### config.mk
export PLATFORM = sky130hd
export DESIGN_NAME = cmpadc_top
export DESIGN_NICKNAME = d
export VERILOG_FILES = /design/src/hdl/cmpadc_pkg.sv /design/src/hdl/cmpadc_top.sv /design/src/hdl/cmpadc_sar.sv
export SDC_FILE = /design/constraint.sdc
export NUM_CORES = 1
export LEC_CHECK = 0
export ABC_AREA = 1
export BUFFER_PORTS_ARGS = -buffer_cell sky130_fd_sc_hd__buf_4
export CAP_MARGIN = 20
export CORE_MARGIN = 5
export CORE_UTILIZATION = 54
export DETAILED_ROUTE_END_ITERATION = 10
export MAX_ROUTING_LAYER = met4
export PLACE_DENSITY = 0.84
export SETUP_SLACK_MARGIN = 0.02
export SKIP_LAST_GASP = 1
export SYNTH_ARGS = -nofsm -noshare
export SYNTH_HDL_FRONTEND = slang
export SYNTH_SLANG_ARGS = --single-unit
export TNS_END_PERCENT = 20
### constraint.sdc
create_clock -name sys_clk -period 1.7 [get_ports sys_clk]
set_input_delay 0 -clock sys_clk [delete_from_list [all_inputs] [get_ports sys_clk]]
set_output_delay 0 -clock sys_clk [all_outputs]
set_load 0.02 [all_outputs]
### src/hdl/cmpadc_pkg.sv
/*
 Constants for the compare unit and its converter trigger: register offsets,
 field positions, reset values, mode codes and conversion timing.
 Assumes a single 40 MHz system clock and a plain address/strobe register port.
*/
package cmpadc_pkg;
   // ------------------------------------------------------------
   // Register map
   // ------------------------------------------------------------
   localparam logic [7:0] CMPADC_OFS_CMP_CTRL = 8'h17;
   localparam logic [7:0] CMPADC_OFS_CMP_VAL_LO = 8'h15;
   localparam logic [7:0] CMPADC_OFS_CMP_VAL_HI = 8'h16;
   localparam logic [7:0] CMPADC_OFS_TIMER_LO = 8'h0e;
   localparam logic [7:0] CMPADC_OFS_TIMER_HI = 8'h0f;
   localparam logic [7:0] CMPADC_OFS_FLAGS = 8'h0c;
   localparam logic [7:0] CMPADC_OFS_RESULT = 8'h1e;
   localparam logic [7:0] CMPADC_OFS_CONV_CTRL0 = 8'h1f;
   localparam logic [7:0] CMPADC_OFS_STATUS = 8'h20;

   // ------------------------------------------------------------
   // Reset values
   // ------------------------------------------------------------
   localparam logic [7:0] CMPADC_RST_CMP_CTRL = 8'h00;
   localparam logic [7:0] CMPADC_RST_CONV_CTRL0 = 8'h00;
   localparam logic [7:0] CMPADC_RST_RESULT = 8'h00;
   localparam logic [15:0] CMPADC_RST_CMP_VAL = 16'h0000;
   localparam logic [15:0] CMPADC_RST_TIMER = 16'h0000;

   // ------------------------------------------------------------
   // Field positions
   // ------------------------------------------------------------
   localparam int CMPADC_CC0_POWER_BIT = 0;
   localparam int CMPADC_CC0_GO_BIT = 2;
   localparam int CMPADC_CC0_CHAN_LSB = 3;
   localparam int CMPADC_CC0_CLKSEL_LSB = 6;
   localparam int CMPADC_FLG_TIMER_OVF_BIT = 0;
   localparam int CMPADC_FLG_MATCH_BIT = 2;
   localparam int CMPADC_FLG_CONV_DONE_BIT = 6;
   localparam logic [7:0] CMPADC_CC0_WMASK = 8'hfd;

   // ------------------------------------------------------------
   // Compare mode codes, conversion clock select and channel limit
   // ------------------------------------------------------------
   localparam logic [3:0] CMPADC_MODE_SET_ON_MATCH = 4'h8;
   localparam logic [3:0] CMPADC_MODE_CLR_ON_MATCH = 4'h9;
   localparam logic [3:0] CMPADC_MODE_SOFT_IRQ = 4'ha;
   localparam logic [3:0] CMPADC_MODE_SPECIAL = 4'hb;
   localparam logic [1:0] CMPADC_CLKSEL_RC = 2'h3;
   localparam logic [2:0] CMPADC_CHAN_MAX = 3'h4;

   // ------------------------------------------------------------
   // Converter timing
   // ------------------------------------------------------------
   localparam int CMPADC_SYS_CLK_HZ = 40000000;
   localparam int CMPADC_TAD_NS = 1600;
   localparam int CMPADC_TAD_CYC = (CMPADC_TAD_NS * (CMPADC_SYS_CLK_HZ / 1000000) + 999) / 1000;
   localparam int CMPADC_RESULT_BITS = 8;
   localparam int CMPADC_CHANNELS = 5;

   typedef enum logic [1:0] {CMPADC_IDLE, CMPADC_CONV, CMPADC_SLEEP_WAIT} cmpadc_conv_state_t;
endpackage

### src/hdl/cmpadc_top.sv
/*
 Compare unit with special-event trigger and the converter control register.
 Assumes the timer counts on an external increment enable from logic on the
 same clock, and that the analog comparator answers combinationally.
*/
module cmpadc_top (
   input wire logic sys_clk,
   input wire logic reset,
   input wire logic [7:0] addr,
   input wire logic [7:0] wdata,
   input wire logic wr_stb,
   input wire logic rd_stb,
   output logic [7:0] rdata,
   input wire logic timer_inc,
   input wire logic sleep_mode,
   input wire logic rc_osc_tick,
   input wire logic comparator_above,
   output logic compare_output_pin,
   output logic [2:0] analog_channel,
   output logic [7:0] dac_trial,
   output logic converter_powered,
   output logic special_event
);
   // ------------------------------------------------------------
   // Registers
   // ------------------------------------------------------------
   logic [7:0] compare_control_reg_r;
   logic [15:0] compare_value_reg_r;
   logic [15:0] timer_pair_r;
   logic [7:0] converter_control_zero_r;
   logic [7:0] conversion_result_reg_r;
   logic compare_match_flag_r;
   logic timer_overflow_flag_r;
   logic conv_done_flag_r;
   logic out_latch_r;
   logic invert_r;
   logic [7:0] tad_cnt_r;
   logic tad_tick;
   logic conv_tick;
   logic match;
   logic match_d_r;
   logic match_evt;
   logic is_compare_mode;
   logic [3:0] mode;
   logic trig;
   logic timer_wr;
   logic [2:0] chan_field;
   logic [1:0] clksel_field;
   logic sar_busy;
   logic sar_done;
   logic [7:0] sar_trial;
   logic go_bit;
   logic power_bit;
   logic sar_start;
   logic sar_abort;
   logic [7:0] rdata_nxt;

   function automatic logic hit(input logic [7:0] a, input logic [7:0] ofs);
      hit = (a == ofs);
   endfunction

   // ------------------------------------------------------------
   // Match detection
   // ------------------------------------------------------------
   assign mode = compare_control_reg_r[3:0];
   assign is_compare_mode = (mode[3:2] == 2'b10);
   assign match = is_compare_mode && (timer_pair_r == compare_value_reg_r);
   // One event per arrival at the match value, so a stopped timer gives one pulse
   assign match_evt = match && !match_d_r;
   assign trig = match_evt && (mode == cmpadc_pkg::CMPADC_MODE_SPECIAL);
   assign go_bit = converter_control_zero_r[cmpadc_pkg::CMPADC_CC0_GO_BIT];
   assign power_bit = converter_control_zero_r[cmpadc_pkg::CMPADC_CC0_POWER_BIT];
   assign chan_field = converter_control_zero_r[cmpadc_pkg::CMPADC_CC0_CHAN_LSB +: 3];
   assign clksel_field = converter_control_zero_r[cmpadc_pkg::CMPADC_CC0_CLKSEL_LSB +: 2];
   // A timer write in the same cycle replaces the count, so no roll-over happens then
   assign timer_wr = wr_stb && (hit(addr, cmpadc_pkg::CMPADC_OFS_TIMER_LO)
                                || hit(addr, cmpadc_pkg::CMPADC_OFS_TIMER_HI));

   always_ff @(posedge sys_clk) begin
      if (reset) begin
         match_d_r <= 1'b0;
      end else begin
         match_d_r <= match;
      end
   end

   // ------------------------------------------------------------
   // Compare control and output latch
   // ------------------------------------------------------------
   always_ff @(posedge sys_clk) begin
      if (reset) begin
         compare_control_reg_r <= cmpadc_pkg::CMPADC_RST_CMP_CTRL;
         compare_value_reg_r <= cmpadc_pkg::CMPADC_RST_CMP_VAL;
      end else if (wr_stb) begin
         if (hit(addr, cmpadc_pkg::CMPADC_OFS_CMP_CTRL)) begin
            compare_control_reg_r <= wdata;
         end
         if (hit(addr, cmpadc_pkg::CMPADC_OFS_CMP_VAL_LO)) begin
            compare_value_reg_r[7:0] <= wdata;
         end
         if (hit(addr, cmpadc_pkg::CMPADC_OFS_CMP_VAL_HI)) begin
            compare_value_reg_r[15:8] <= wdata;
         end
      end
   end

   always_ff @(posedge sys_clk) begin
      if (reset) begin
         invert_r <= 1'b0;
      end else if (wr_stb && hit(addr, cmpadc_pkg::CMPADC_OFS_CMP_CTRL)
                   && mode == cmpadc_pkg::CMPADC_MODE_CLR_ON_MATCH
                   && wdata[3:0] == cmpadc_pkg::CMPADC_MODE_SET_ON_MATCH) begin
         // Sticky until reset, a known quirk kept for software compatibility
         invert_r <= 1'b1;
      end
   end

   always_ff @(posedge sys_clk) begin
      if (reset) begin
         out_latch_r <= 1'b0;
      end else if (wr_stb && hit(addr, cmpadc_pkg::CMPADC_OFS_CMP_CTRL) && wdata == 8'h00) begin
         out_latch_r <= 1'b0;
      end else if (match_evt) begin
         unique case (mode)
            cmpadc_pkg::CMPADC_MODE_SET_ON_MATCH: out_latch_r <= 1'b1;
            cmpadc_pkg::CMPADC_MODE_CLR_ON_MATCH: out_latch_r <= 1'b0;
            default: out_latch_r <= out_latch_r;
         endcase
      end
   end

   always_ff @(posedge sys_clk) begin
      if (reset) begin
         compare_output_pin <= 1'b0;
         special_event <= 1'b0;
      end else begin
         compare_output_pin <= out_latch_r ^ invert_r;
         special_event <= trig;
      end
   end

   // ------------------------------------------------------------
   // Timer pair
   // ------------------------------------------------------------
   always_ff @(posedge sys_clk) begin
      if (reset) begin
         timer_pair_r <= cmpadc_pkg::CMPADC_RST_TIMER;
      end else if (wr_stb && hit(addr, cmpadc_pkg::CMPADC_OFS_TIMER_LO)) begin
         // A software write to the timer wins over a coincident trigger
         timer_pair_r[7:0] <= wdata;
      end else if (wr_stb && hit(addr, cmpadc_pkg::CMPADC_OFS_TIMER_HI)) begin
         timer_pair_r[15:8] <= wdata;
      end else if (trig) begin
         timer_pair_r <= cmpadc_pkg::CMPADC_RST_TIMER;
      end else if (timer_inc) begin
         timer_pair_r <= timer_pair_r + 16'h0001;
      end
   end

   // ------------------------------------------------------------
   // Flags: hardware set wins over software clear
   // ------------------------------------------------------------
   always_ff @(posedge sys_clk) begin
      if (reset) begin
         compare_match_flag_r <= 1'b0;
         timer_overflow_flag_r <= 1'b0;
         conv_done_flag_r <= 1'b0;
      end else begin
         if (wr_stb && hit(addr, cmpadc_pkg::CMPADC_OFS_FLAGS)) begin
            compare_match_flag_r <= wdata[cmpadc_pkg::CMPADC_FLG_MATCH_BIT];
            timer_overflow_flag_r <= wdata[cmpadc_pkg::CMPADC_FLG_TIMER_OVF_BIT];
            conv_done_flag_r <= wdata[cmpadc_pkg::CMPADC_FLG_CONV_DONE_BIT];
         end
         if (match_evt) begin
            compare_match_flag_r <= 1'b1;
         end
         // Roll-over only; trigger clears are not overflows
         if (timer_inc && !trig && !timer_wr && timer_pair_r == 16'hffff) begin
            timer_overflow_flag_r <= 1'b1;
         end
         if (sar_done) begin
            conv_done_flag_r <= 1'b1;
         end
      end
   end

   // ------------------------------------------------------------
   // Converter control and conversion clock
   // ------------------------------------------------------------
   always_ff @(posedge sys_clk) begin
      if (reset) begin
         converter_control_zero_r <= cmpadc_pkg::CMPADC_RST_CONV_CTRL0;
      end else begin
         if (wr_stb && hit(addr, cmpadc_pkg::CMPADC_OFS_CONV_CTRL0)) begin
            converter_control_zero_r <= wdata & cmpadc_pkg::CMPADC_CC0_WMASK;
         end
         // Power-off aborts the engine, so a pending go would only restart it stale
         if (sar_done || !power_bit) begin
            converter_control_zero_r[cmpadc_pkg::CMPADC_CC0_GO_BIT] <= 1'b0;
         end
         if (trig) begin
            converter_control_zero_r[cmpadc_pkg::CMPADC_CC0_GO_BIT] <= 1'b1;
         end
      end
   end

   always_ff @(posedge sys_clk) begin
      if (reset || !power_bit) begin
         tad_cnt_r <= 8'h00;
      end else if (tad_tick) begin
         tad_cnt_r <= 8'h00;
      end else begin
         tad_cnt_r <= tad_cnt_r + 8'h01;
      end
   end

   assign tad_tick = (tad_cnt_r == 8'(cmpadc_pkg::CMPADC_TAD_CYC - 1));
   // In sleep the system divider stops, so only the RC oscillator can finish a conversion
   assign conv_tick = (clksel_field == cmpadc_pkg::CMPADC_CLKSEL_RC)
                      ? rc_osc_tick : (tad_tick && !sleep_mode);
   // Go is still set in the cycle that done stands; without this the engine would run again
   assign sar_start = power_bit && go_bit && !sar_busy && !sar_done;
   assign sar_abort = !power_bit;

   cmpadc_sar u_sar (
      .sys_clk(sys_clk),
      .reset(reset),
      .start(sar_start),
      .abort(sar_abort),
      .tick(conv_tick),
      .cmp_above(comparator_above),
      .trial(sar_trial),
      .busy(sar_busy),
      .done(sar_done)
   );

   always_ff @(posedge sys_clk) begin
      if (reset) begin
         conversion_result_reg_r <= cmpadc_pkg::CMPADC_RST_RESULT;
      end else if (sar_done) begin
         conversion_result_reg_r <= sar_trial;
      end
   end

   always_ff @(posedge sys_clk) begin
      if (reset) begin
         analog_channel <= 3'h0;
         dac_trial <= 8'h00;
         converter_powered <= 1'b0;
      end else begin
         // Codes above 4 select no input; hold channel 4 as the last legal one
         analog_channel <= (chan_field > cmpadc_pkg::CMPADC_CHAN_MAX)
                           ? cmpadc_pkg::CMPADC_CHAN_MAX : chan_field;
         dac_trial <= sar_trial;
         converter_powered <= power_bit;
      end
   end

   // ------------------------------------------------------------
   // Register read port
   // ------------------------------------------------------------
   always_comb begin
      rdata_nxt = 8'h00;
      unique case (addr)
         cmpadc_pkg::CMPADC_OFS_CMP_CTRL: rdata_nxt = compare_control_reg_r;
         cmpadc_pkg::CMPADC_OFS_CMP_VAL_LO: rdata_nxt = compare_value_reg_r[7:0];
         cmpadc_pkg::CMPADC_OFS_CMP_VAL_HI: rdata_nxt = compare_value_reg_r[15:8];
         cmpadc_pkg::CMPADC_OFS_TIMER_LO: rdata_nxt = timer_pair_r[7:0];
         cmpadc_pkg::CMPADC_OFS_TIMER_HI: rdata_nxt = timer_pair_r[15:8];
         cmpadc_pkg::CMPADC_OFS_FLAGS: rdata_nxt = {1'b0, conv_done_flag_r, 3'b000,
                                                     compare_match_flag_r, 1'b0, timer_overflow_flag_r};
         cmpadc_pkg::CMPADC_OFS_RESULT: rdata_nxt = conversion_result_reg_r;
         cmpadc_pkg::CMPADC_OFS_CONV_CTRL0: rdata_nxt = converter_control_zero_r;
         cmpadc_pkg::CMPADC_OFS_STATUS: rdata_nxt = {5'b00000, invert_r, sar_busy, out_latch_r};
         default: rdata_nxt = 8'h00;
      endcase
   end

   always_ff @(posedge sys_clk) begin
      if (reset) begin
         rdata <= 8'h00;
      end else if (rd_stb) begin
         rdata <= rdata_nxt;
      end else begin
         rdata <= 8'h00;
      end
   end
endmodule

### src/hdl/cmpadc_sar.sv
/*
 Successive-approximation engine for the converter: runs one bit per
 conversion clock tick and hands back an 8-bit result with a done pulse.
 Assumes an external comparator input answering for the current trial code.
*/
module cmpadc_sar (
   input wire logic sys_clk,
   input wire logic reset,
   input wire logic start,
   input wire logic abort,
   input wire logic tick,
   input wire logic cmp_above,
   output logic [7:0] trial,
   output logic busy,
   output logic done
);
   logic [7:0] bit_r;
   logic [7:0] code_r;

   assign trial = code_r | bit_r;

   always_ff @(posedge sys_clk) begin
      done <= 1'b0;
      if (reset || abort) begin
         bit_r <= 8'h00;
         code_r <= 8'h00;
         busy <= 1'b0;
      end else if (start && !busy) begin
         bit_r <= 8'h80;
         code_r <= 8'h00;
         busy <= 1'b1;
      end else if (busy && tick) begin
         // Keep the trial bit while the sampled input stands above the trial level
         if (cmp_above) begin
            code_r <= code_r | bit_r;
         end
         bit_r <= bit_r >> 1;
         if (bit_r == 8'h01) begin
            busy <= 1'b0;
            done <= 1'b1;
         end
      end
   end
endmodule

==> metrics.md, run 1 <==
| Metric | Value |
|---|---|
| Status | finished with violations |
| Failing checks | setup timing |
| # setup viols final | 33 |
| Share of cells above drive strength 1 | 28.49% |
| Final period utilization | 108.0% |
| Detailed Place HPWL | 11870 um |
| WHS | 0.04021 ns |
| Ant diodes | 0 |
| Post-Syn Nets | 788 |
| Initial drt markers | 784 |
| Worst-path clk slew | 0.13 ns |
| Final net count | 937 |
| Setup TNS | -2.029 ns |
| Clk pwr share | 35.4% |
| Slack of the critical path | -0.1366 ns |
| Cell-internal power | 3.367 mW |
| Area growth, synth to finish | 30.36% |
| Crit. End Element | flip-flop |
| Hold Vio Cnt, Final | 0 |
| Area leader, netlist | dfxtp_1 |
| Synth Flop Type | dfxtp_1 |
| Largest cells by area after synthesis | dfxtp_1, nand2_1, nor2_1, inv_1, a21oi_1 |
| Initial core utilization | 55.24% |
| Core ar. | 0.009774 mm2 |
| Crit path launch type | flip-flop |
| Clock sinks | 109 |
| CTS H-tree lvls | 3 |
| XOR/XNOR Fraction of Synth Area | 1.298% |
| Post-synth EDFFs | 0 |
| Slew @ Worst Pin | 0.6709 ns |
| Largest net degree at the start of global routing | 43 |
| FFs w/ async S/R, synth | 0% |
| Chip height | 110.0 um |
| Final WL | 16490 um |
| Pwr dens | 669.5 mW/mm2 |
| Post-DR wirelength/cell | 15.72 um |
| R2R Path Start | timer_pair_r[5]$_SDFFE_PP0P_ |
| Post-synthesis mux area share | 0% |
| Gr usage total | 28.88% |
| Hold Crit Class | input pin to flip-flop |
| Simple-gate share of the synthesized area | 29.64% |
| Row Count | 36 |
| Reg power frac | 55.1% |
| Antenna Violating Nets Remaining | 0 |
| Comb pwr share | 9.5% |
| Die width | 110.0 um |
| WP data arrival | 2.14 ns |
| Req. time, crit path | 2.01 ns |
| Hold Startpoint | wr_stb |
| Largest family of logic cells by synthesized area | simple AND/OR/NAND/NOR gates |
| Root buf cell | clkbuf_8 |
| Fmax | 544.5 MHz |
| #FFs+latches synth | 109 |
| CTS tree | yes |
| Distinct cell type count after synthesis | 49 |
| DRC | 0 |
| CP Class | flip-flop to flip-flop |
| Vias | 5827 |
| Finished Cell Area | 0.007038 mm2 |
| IO Port Bufs | 45 |
| Pre-antenna DRT Iters | 7 |
| Slew margin rel. | 55.11% |
| Share of the synthesized area in the top cell type | 40.42% |
| Commonest cells post-synth | nand2_1, dfxtp_1, nor2_1 |
| Post-Syn Area | 0.005399 mm2 |
| Initial antenna violation count | 0 |
| Full die area | 0.01210 mm2 |
| Synth Area in Compound Gates | 18.19% |
| Max-slew violation count | 0 |
| Syn. warnings | 0 |
| VDD IR max | 0.5930 mV |
| Worst-skew pair later-pin latency | 0.40 ns |
| Clk buf depth | 2 |
| First-pass GRT wire length | 26630 um |
| Vias per inst | 5.555 |
| RSZ-0062 raised after global routing | true |
| Placed inst area | 0.006479 mm2 |
| Adder-Cell Fraction of Synth Area | 0.4635% |
| Number of global-route vias before repair | 5462 |
| Top Ports | 46 |
| Net switching power | 1.345 mW |
| Max Cap Viol | 0 |
| Pleak | 3.004 nW |
| Period minus WS final | 1.837 ns |
| CTS Buf Count | 9 |
| Gr ovfl total | 0 |
| RD Place Congestion | 0.9802 |
| Mapped Cells | 762 |
| Register area share after synthesis | 40.42% |
| Crit path launch | timer_pair_r[5]$_SDFFE_PP0P_ |
| Worst Path Max Fanout | 3 |
| Switching Fraction | 28.55% |
| Worst Skew | 0.02548 ns |
| Count leader, synth | nand2_1 |
| Average size of a mapped cell | 7.085 um2 |
## worst max-delay path, stage by stage, from the launching register on
cell and delay [ns]:
dfxtp_2 0.38, inv_2 0.05, nand2_2 0.07, buf_4 0.10
o21ai_0 0.06, nor2_1 0.14, nand4_1 0.10, nor2_1 0.18
nand4_1 0.18, nor2_2 0.19, inv_1 0.12, nor3_1 0.18
## cell usage in the layout (no fill, tap or decap), types with 15 or more instances in the layout
cell     instances
nand2_1        150
buf_4          144
dfxtp_1         91
nor2_1          90
inv_1           86
a21oi_1         56
o21ai_0         41
nand3_1         28
inv_2           20
o21ai_1         19
dfxtp_2         18
nor3_1          17
nand4_1         15
## metal layers
| layer | GRT usage, % | up-vias | wire (um) |
|---|---|---|---|
| li1 | - | 2800 | - |
| met1 | 37.82 | 2636 | 6866 |
| met2 | 44.71 | 323 | 7339 |
| met3 | 5.999 | 68 | 1668 |
| met4 | 9.528 | 0 | 616 |
| met5 | - | - | 0 |
## power groups by stage
stage,clock network [mW],logic [mW],registers (mW)
floorplan,0,0.209,2.65
global placement,0,0.400,2.65
detailed placement,0,0.404,2.65
CTS,1.67,0.432,2.60
global route,1.77,0.488,2.60
finish,1.67,0.448,2.60
## layout make-up
| cell class | count | area, um2 |
|---|---|---|
| fillers | 733 | 2736 |
| flip-flops and latches | 109 | 2205 |
| inverters | 107 | 401.6 |
| multi-input cells | 524 | 2789 |
| repair buffers | 160 | 1254 |
| clock buffers | 9 | 123.9 |
| clock inverters | 7 | 98.84 |
| well taps | 133 | 166.4 |
## flip-flops by register name, indices dropped and copies added (netlist names), 3 cells and up
name	flops
compare_value_reg_r	16
rdata	8
u_sar.code_r	8
u_sar.bit_r	8
timer_pair_r	16
dac_trial	8
compare_control_reg_r	8
conversion_result_reg_r	8
tad_cnt_r	8
converter_control_zero_r	7
analog_channel	3
## logic make-up after synthesis
group	Yosys count
buffers and inverters	130
and+or+nand+nor	349
xor gates and xnor gates	8
adders and majority gates	2
DFF	109
AOI/OAI and AO/OA	164
## path summary, 6_finish.rpt
path              slack [ns]  depth (start not counted)                              endpoint
setup / recovery       -0.14                         11              special_event$_SDFF_PP0_
hold / removal          0.04                          3  compare_value_reg_r[10]$_SDFFE_PP0P_
setup reg to reg       -0.14                         11              special_event$_SDFF_PP0_
hold reg to reg         0.48                          2          u_sar.code_r[1]$_SDFFE_PP0P_
## metrics by stage
step / power (mW) / utilization (%) / worst slack [ns] / instances
after floorplan: 2.858 / - / -0.03599 / 762
after global placement: 3.052 / 66.28 / -0.1565 / 1010
after detailed placement: 3.056 / 66.28 / -0.2508 / 1010
after CTS: 4.694 / 71.10 / -0.1176 / 1044
after global routing: 4.863 / 72.00 / -0.2953 / 1049
final: 4.712 / 72.00 / -0.1366 / 1049
## timing repair
action | CTS | global route
hold endpoints to repair | 31 | 0
resized for setup | 33 | 18
hold buffers | 13 | 0
gates cloned | 1 | 0
setup buffers | 4 | 5
setup endpoints to repair | 39 | 39
pin swaps | 7 | 7
Power figures use the tool's default switching activity.
==> run 2: changes to the inputs <==
--- a/config.mk
+++ b/config.mk
@@ -8,11 +8,10 @@
 export ABC_AREA = 1
 export BUFFER_PORTS_ARGS = -buffer_cell sky130_fd_sc_hd__buf_4
 export CAP_MARGIN = 20
-export CORE_MARGIN = 5
 export CORE_UTILIZATION = 54
 export DETAILED_ROUTE_END_ITERATION = 10
 export MAX_ROUTING_LAYER = met4
-export PLACE_DENSITY = 0.84
+export PLACE_DENSITY = 0.82
 export SETUP_SLACK_MARGIN = 0.02
 export SKIP_LAST_GASP = 1
 export SYNTH_ARGS = -nofsm -noshare
==> run 2 against run 1 <==
Against the previous run:
- the flow still finishes with violations (setup timing)
- clock power increased by 7%
- maximum frequency decreased by 5.5%
- design area increased by 0.80%
- critical path depth unchanged
- cell count decreased by 0.19%
- clock skew decreased by 0.012 ns
- sequential share of layout area decreased by 0.23 points
- hold slack got worse by 0.027 ns
- count of clock-buffer cells in the layout unchanged
- combinational power decreased by 5.4%
- via count increased by 0.12%
- critical endpoint is now u_sar.code_r[1]$_SDFFE_PP0P_
- largest cell class unchanged
- largest power group unchanged
==> metrics.md, run 2 (synthesized netlist as in run 1, its figures left out) <==
| Metric | Value |
|---|---|
| Status | finished with violations |
| Failing checks | setup timing |
| Worst Reg-to-Reg Cells | 11 (unchanged) |
| Hold Crit Class | input pin to flip-flop |
| Crit path launch type | flip-flop |
| CTS H-tree lvls | 3 (unchanged) |
| Fin cells | 1047 (-0.19%) |
| Crit path to | u_sar.code_r[1]$_SDFFE_PP0P_ |
| Top cell by count, worst path | nor2_4 |
| Final period utilization | 114.3% (+6.2 points) |
| Period minus WS final | 1.942 ns (+0.1059 ns) |
| Final net count | 935 (-0.21%) |
| CP peak stage delay | 0.37 ns (about the same) |
| Most common library cell in the layout ignoring fill and taps | nand2_1 |
| Crit path launch | tad_cnt_r[0]$_SDFF_PP0_ |
| Cell-internal power | 3.480 mW (+3.4%) |
| Net switching power | 1.317 mW (-2.1%) |
| Reg power frac | 54.1% (-1.0 points) |
| CP Cell Sequence | ha_4, nand2_4, nor2_4, inv_2, nor2_4, nand2_2, nor2_4, nand2_2, o22ai_4, nand3_4, a211oi_2 |
| Ant diodes | 0 (unchanged) |
| # setup viols final | 39 (+18%) |
| Initial antenna violation count | 0 (unchanged) |
| Comb pwr share | 8.8% (-0.7 points) |
| FF-to-FF setup slack | -0.24 ns (-0.11 ns) |
| CTS tree | yes |
| DR WL met3 | 1374 um (-18%) |
| Final WL | 16920 um (+2.6%) |
| CTS Buf Count | 9 (unchanged) |
| Critical-path top delay cell | dfxtp_2 |
| Inst Count DP | 1004 (-0.59%) |
| Vias per inst | 5.572 (+0.31%) |
| Max Cap Viol | 0 (unchanged) |
| Fill cells | 765 (+4.4%) |
| Max layer used | met4 |
| Initial drt markers | 530 (-32%) |
| WL met2 | 7873 um (+7.3%) |
| Worst Path Max Fanout | 8 (+5) |
| Worst-path clk slew | 0.12 ns (about the same) |
| CP Class | flip-flop to flip-flop |
| Slew margin rel. | 49.73% (-5.4 points) |
| WP data arrival | 2.26 ns (+0.12 ns) |
| Slew @ Worst Pin | 0.7512 ns (+0.08031 ns) |
| Sequential cell area | 0.002206 mm2 (about the same) |
| Worst Skew | 0.01316 ns (-0.01233 ns) |
| Worst-skew pair later-pin latency | 0.40 ns (about the same) |
| Full die area | 0.01040 mm2 (-14%) |
| DRC | 0 (unchanged) |
| Switching Fraction | 27.45% (-1.1 points) |
| Area growth, synth to finish | 31.40% |
| First-pass GRT wire length | 26020 um (-2.3%) |
| Post-DR wirelength/cell | 16.16 um (+2.8%) |
| Die width | 102.0 um (-7.3%) |
| Detailed Place HPWL | 11710 um (-1.3%) |
| Slack of the critical path | -0.2424 ns (-0.1059 ns) |
| Share of cells above drive strength 1 | 29.43% (+0.94 points) |
| Clock sinks | 109 (unchanged) |
| Initial core utilization | 55.49% (+0.26 points) |
| Root buf cell | clkbuf_8 |
| Crit. End Element | flip-flop |
| Gr ovfl total | 0 (unchanged) |
| Chip height | 102.0 um (-7.3%) |
| Setup TNS | -5.505 ns (-3.476 ns) |
| RSZ-0062 raised after global routing | true |
| Finished Core Util | 72.92% (+0.91 points) |
| Max-slew violation count | 0 (unchanged) |
| Vias | 5834 (+0.12%) |
| Core ar. | 0.009729 mm2 (-0.46%) |
| Clk buf depth | 2 (unchanged) |
| Req. time, crit path | 2.02 ns (about the same) |
| Hold Vio Cnt, Final | 0 (unchanged) |
| WL met1 | 7208 um (+5.0%) |
| Antenna Violating Nets Remaining | 0 (unchanged) |
| Pleak | 3.058 nW (+1.8%) |
| RD Place Congestion | 0.9560 (-2.5%) |
| Pwr dens | 676.2 mW/mm2 (+1.0%) |
| Biggest registers after layout | compare_value_reg_r x16, timer_pair_r x16 |
| Gr usage total | 33.55% (+4.7 points) |
| RR Endpoint | u_sar.code_r[1]$_SDFFE_PP0P_ |
| Number of global-route vias before repair | 5358 (-1.9%) |
| Pre-antenna DRT Iters | 7 (unchanged) |
| Multi-input gate area | 0.002836 mm2 (+1.7%) |
| VDD IR max | 0.5107 mV (-14%) |
| Row Count | 36 (unchanged) |
| Most frequent cells in the layout | nand2_1, buf_4, dfxtp_1 |
| IO Port Bufs | 45 (unchanged) |
| Clk pwr share | 37.1% (+1.7 points) |
| Largest net degree at the start of global routing | 43 (unchanged) |
| Top Ports | 46 (unchanged) |
| Fmax | 514.8 MHz (-5.5%) |
| R2R Path Start | tad_cnt_r[0]$_SDFF_PP0_ |
-- run 2: changes by cell type in the layout (fill, tap and decap cells not counted), moves of 3 or more --
cell / delta
inv_8: +3
dfxtp_1: +3
nand2_1: -4
clkinv_8: -4
dfxtp_2: -5
nand3_2: +3
nor2_2: -3
dlygate4sd3_1: -4
nand3_1: -3
-- run 2: layout make-up --
class | count | area share [%]
Clock buffer | 9 | 1.746
Clock inverter | 7 | 1.358
Inverter | 107 | 5.661
Multi-Input combinational cell | 524 | 39.98
Sequential cell | 109 | 31.09
Tap cell | 133 | 2.346
Timing Repair Buffer | 158 | 17.81
-- run 2: per-stage QoR --
| stage | setup slack, ns | power [mW] | hold slack [ns] | instance area, um2 |
|---|---|---|---|---|
| after global placement | -0.1319 | 3.032 | 0.3078 | 6421 |
| final | -0.2424 | 4.797 | 0.01366 | 7094 |
| after floorplan | -0.03599 | 2.858 | 0.1349 | 5408 |
| after CTS | -0.1686 | 4.777 | 0.006207 | 6884 |
| after global routing | -0.3525 | 4.935 | 0.01801 | 7094 |
| after detailed placement | -0.2375 | 3.042 | 0.3148 | 6421 |
-- run 2: power by group through the flow --
stage / clock network, mW / registers (mW) / logic [mW]
3_3_place_gp: 0 / 2.65 / 0.379
5_1_grt: 1.87 / 2.60 / 0.464
2_1_floorplan: 0 / 2.65 / 0.209
3_5_place_dp: 0 / 2.65 / 0.389
4_1_cts: 1.77 / 2.60 / 0.408
6_report: 1.78 / 2.60 / 0.424
-- run 2: what timing repair did --
item / 4_1_cts / 5_1_grt
gates cloned: 1 / 2
setup buffers: 10 / 5
gates resized for setup: 22 / 43
endpoints found under the hold margin: 32 / 0
pin swaps: 5 / 14
hold buffers: 9 / 0
setup endpoints to repair: 38 / 47
-- run 2: worst max-delay path, delay by kind of cell, from the launching register on --
family	cells	cell delay (ns)
AND/OR/NAND/NOR	7	0.78
adder cells (fa/ha/maj)	1	0.15
flip-flops	1	0.37
buffers and inverters	1	0.05
AO/OA/AOI/OAI	2	0.51
-- run 2: metal layers --
metal | global-route usage (%) | vias to the layer above
met5 | - | -
met3 | 5.130 | 44
met4 | 14.29 | 0
met2 | 51.99 | 301
li1 | - | 2781
met1 | 43.52 | 2708
-- run 2: worst min path at each step --
stage                   from                                    end  slack [ns]  cells after the start
floorplan           wdata[4]  compare_control_reg_r[4]$_SDFFE_PP0P_        0.13                      2
global placement    wdata[6]    compare_value_reg_r[6]$_SDFFE_PP0P_        0.31                      3
detailed placement  wdata[6]    compare_value_reg_r[6]$_SDFFE_PP0P_        0.31                      3
CTS                    reset                dac_trial[2]$_SDFF_PP0_       0.006                      2
global route           reset                dac_trial[0]$_SDFF_PP0_        0.02                      2
finish                 reset                dac_trial[2]$_SDFF_PP0_        0.01                      2
==> run 3: changes to the inputs <==
--- a/config.mk
+++ b/config.mk
@@ -13,7 +13,6 @@
 export MAX_ROUTING_LAYER = met4
 export PLACE_DENSITY = 0.82
 export SETUP_SLACK_MARGIN = 0.02
-export SKIP_LAST_GASP = 1
 export SYNTH_ARGS = -nofsm -noshare
 export SYNTH_HDL_FRONTEND = slang
 export SYNTH_SLANG_ARGS = --single-unit
==> run 3 against run 2 <==
Against the previous run:
- the run still ends with setup timing left
- combinational power fell by 1%
- routed wire length fell by 1.8%
- cell count fell by 0.29%
- worst setup slack improved by 0.019 ns
- critical path depth did not move
- via count fell by 1.6%
- critical path type unchanged
==> metrics.md, run 3 (synthesized netlist as in run 1, its figures left out) <==
| Metric | Value |
|---|---|
| Buf+Inv Stages, Crit Path | 1 (unchanged) |
| Row Count | 36 (unchanged) |
| Final period utilization | 113.1% (-1.1 points) |
| Fmax | 519.9 MHz (+0.99%) |
| CP peak stage delay | 0.38 ns (about the same) |
| Area growth, synth to finish | 29.62% |
| Pre-antenna DRT Iters | 5 (-2) |
| Crit. End Element | flip-flop |
| GRT Max-Usage Layer | met2 |
| Most common library cell in the layout ignoring fill and taps | nand2_1 |
| Critical-path top delay cell | dfxtp_2 |
| Clock sinks | 109 (unchanged) |
| Worst Skew | 0.009351 ns (-0.003805 ns) |
| Fill cells | 796 (+4.1%) |
| Die width | 102.0 um (unchanged) |
| Detailed Place HPWL | 11710 um (unchanged) |
| Multi-input gate area | 0.002814 mm2 (-0.79%) |
| Largest net degree at the start of global routing | 43 (unchanged) |
| Setup TNS | -4.501 ns (+1.004 ns) |
| Worst Reg-to-Reg Cells | 11 (unchanged) |
| Failing checks | setup timing |
| Sequential cell area | 0.002191 mm2 (-0.68%) |
| Slew @ Worst Pin | 0.7657 ns (+0.01449 ns) |
| Chip height | 102.0 um (unchanged) |
| Slew margin rel. | 48.76% (-0.97 points) |
| RD Place Congestion | 0.9560 (unchanged) |
| Pleak | 3.012 nW (-1.5%) |
| CTS tree | yes |
| CTS Buf Count | 9 (unchanged) |
| Hold path cells | 2 (unchanged) |
| CP delay by family, top | simple AND/OR/NAND/NOR gates |
| Status | finished with violations |
| Period minus WS final | 1.923 ns (-0.01898 ns) |
| Max-slew violation count | 0 (unchanged) |
| Vias per inst | 5.500 (-1.3%) |
| # setup viols final | 37 (-5.1%) |
| Vias | 5742 (-1.6%) |
| Worst-path clk slew | 0.12 ns (about the same) |
| WP data arrival | 2.23 ns (-0.03 ns) |
| Root buf cell | clkbuf_8 |
| Met1 Usage GRT | 44.08% (+0.55 points) |
| RSZ-0062 raised after global routing | true |
| Crit path launch type | flip-flop |
| Share of cells above drive strength 1 | 27.33% (-2.1 points) |
| Core ar. | 0.009729 mm2 (unchanged) |
| Final net count | 932 (-0.32%) |
| Initial core utilization | 55.49% (unchanged) |
| Clk buf depth | 2 (unchanged) |
| Inst Count DP | 1004 (unchanged) |
| Full die area | 0.01040 mm2 (unchanged) |
| IO Port Bufs | 45 (unchanged) |
| Overall power | 4.774 mW (-0.47%) |
| Gr usage total | 33.64% (+0.090 points) |
| Worst-skew pair later-pin latency | 0.39 ns (about the same) |
| DRC | 0 (unchanged) |
| Worst Path Max Fanout | 8 (unchanged) |
| Grt met2 use | 52.50% (+0.52 points) |
| Antenna Violating Nets Remaining | 0 (unchanged) |
| CP Class | flip-flop to flip-flop |
| Max Cap Viol | 0 (unchanged) |
| Hold Crit Class | input pin to flip-flop |
| Initial drt markers | 438 (-17%) |
| Ant diodes | 0 (unchanged) |
| Gr ovfl total | 0 (unchanged) |
| Req. time, crit path | 2.01 ns (about the same) |
| VDD IR max | 0.5111 mV (about the same) |
| Fin cells | 1044 (-0.29%) |
| Initial antenna violation count | 0 (unchanged) |
| Top Ports | 46 (unchanged) |
| Biggest registers after layout | compare_value_reg_r x16, timer_pair_r x16 |
| CP Cell Sequence | ha_4, nand2_4, nor2_4, inv_2, nor2_4, nand2_2, nor2_4, nand2_2, o22ai_4, nand3_4, a211oi_2 |
| Worst path depth | 11 (unchanged) |
| GRT met3 Usage | 4.720% (-0.41 points) |
| Hold Vio Cnt, Final | 0 (unchanged) |
| CTS H-tree lvls | 3 (unchanged) |
| Final WL | 16620 um (-1.8%) |
| Top cell by count, worst path | nor2_4 |
| Slack of the critical path | -0.2235 ns (+0.01898 ns) |
| Number of global-route vias before repair | 5355 (-0.056%) |
| Post-DR wirelength/cell | 15.92 um (-1.5%) |
| Pwr dens | 682.3 mW/mm2 (+0.90%) |
| First-pass GRT wire length | 26120 um (+0.40%) |
| Most frequent cells in the layout | nand2_1, buf_4, dfxtp_1 |
==> run 3: cell type report <==
cell class,count,area share [%]
multi-input combinational,524,40.21
sequential,109,31.31
timing repair buffer,155,17.22
clock inverter,7,1.377
tap,133,2.378
clock buffer,9,1.770
inverter,107,5.739
==> run 3: what timing repair did <==
action,in CTS,in global routing
endpoints found under the setup margin,38,47
buffers inserted,10,4
gates resized for setup,32,15
pin swaps,8,9
hold endpoints to repair,33,0
cloned,1,0
hold buffers,9,0
==> run 3: per-layer routing <==
layer	vias up	share of wire [%]
met3	38	7.2
met5	-	0
met2	272	46
li1	2783	-
met1	2649	44
met4	0	2.5
==> run 3: worst paths after layout <==
kind,from,end,slack (ns)
max reg2reg,tad_cnt_r[1]$_SDFF_PP0_,u_sar.code_r[1]$_SDFFE_PP0P_,-0.22
min,reset,dac_trial[2]$_SDFF_PP0_,0.02
max,tad_cnt_r[1]$_SDFF_PP0_,u_sar.code_r[1]$_SDFFE_PP0P_,-0.22
min reg2reg,u_sar.code_r[0]$_SDFFE_PP0P_,u_sar.code_r[0]$_SDFFE_PP0P_,0.49
==> run 3: worst reg2reg max path, delay by kind of cell, from the launching register on <==
kind	cells	cell delay, ns
AOI/OAI and AO/OA	2	0.50
buffers and inverters	1	0.05
adders and majority gates	1	0.16
and+or+nand+nor	7	0.77
DFF	1	0.38
==> run 3: power breakdown <==
| group | internal, mW | switching (mW) |
|---|---|---|
| combinational | 0.175 | 0.243 |
| sequential | 2.57 | 0.0220 |
| clock | 0.731 | 1.03 |
| total | 3.48 | 1.29 |
==> run 3: through the flow <==
| stage | utilization (%) | instance area (um2) | setup slack (ns) | hold WS (ns) |
|---|---|---|---|---|
| after floorplan | - | 5408 | -0.03599 | 0.1349 |
| after global placement | 66.00 | 6421 | -0.1319 | 0.3078 |
| after global routing | 71.93 | 6998 | -0.3620 | 0.02265 |
| after detailed placement | 66.00 | 6421 | -0.2375 | 0.3148 |
| after CTS | 71.01 | 6909 | -0.1299 | 0.006207 |
| final | 71.93 | 6998 | -0.2235 | 0.02056 |
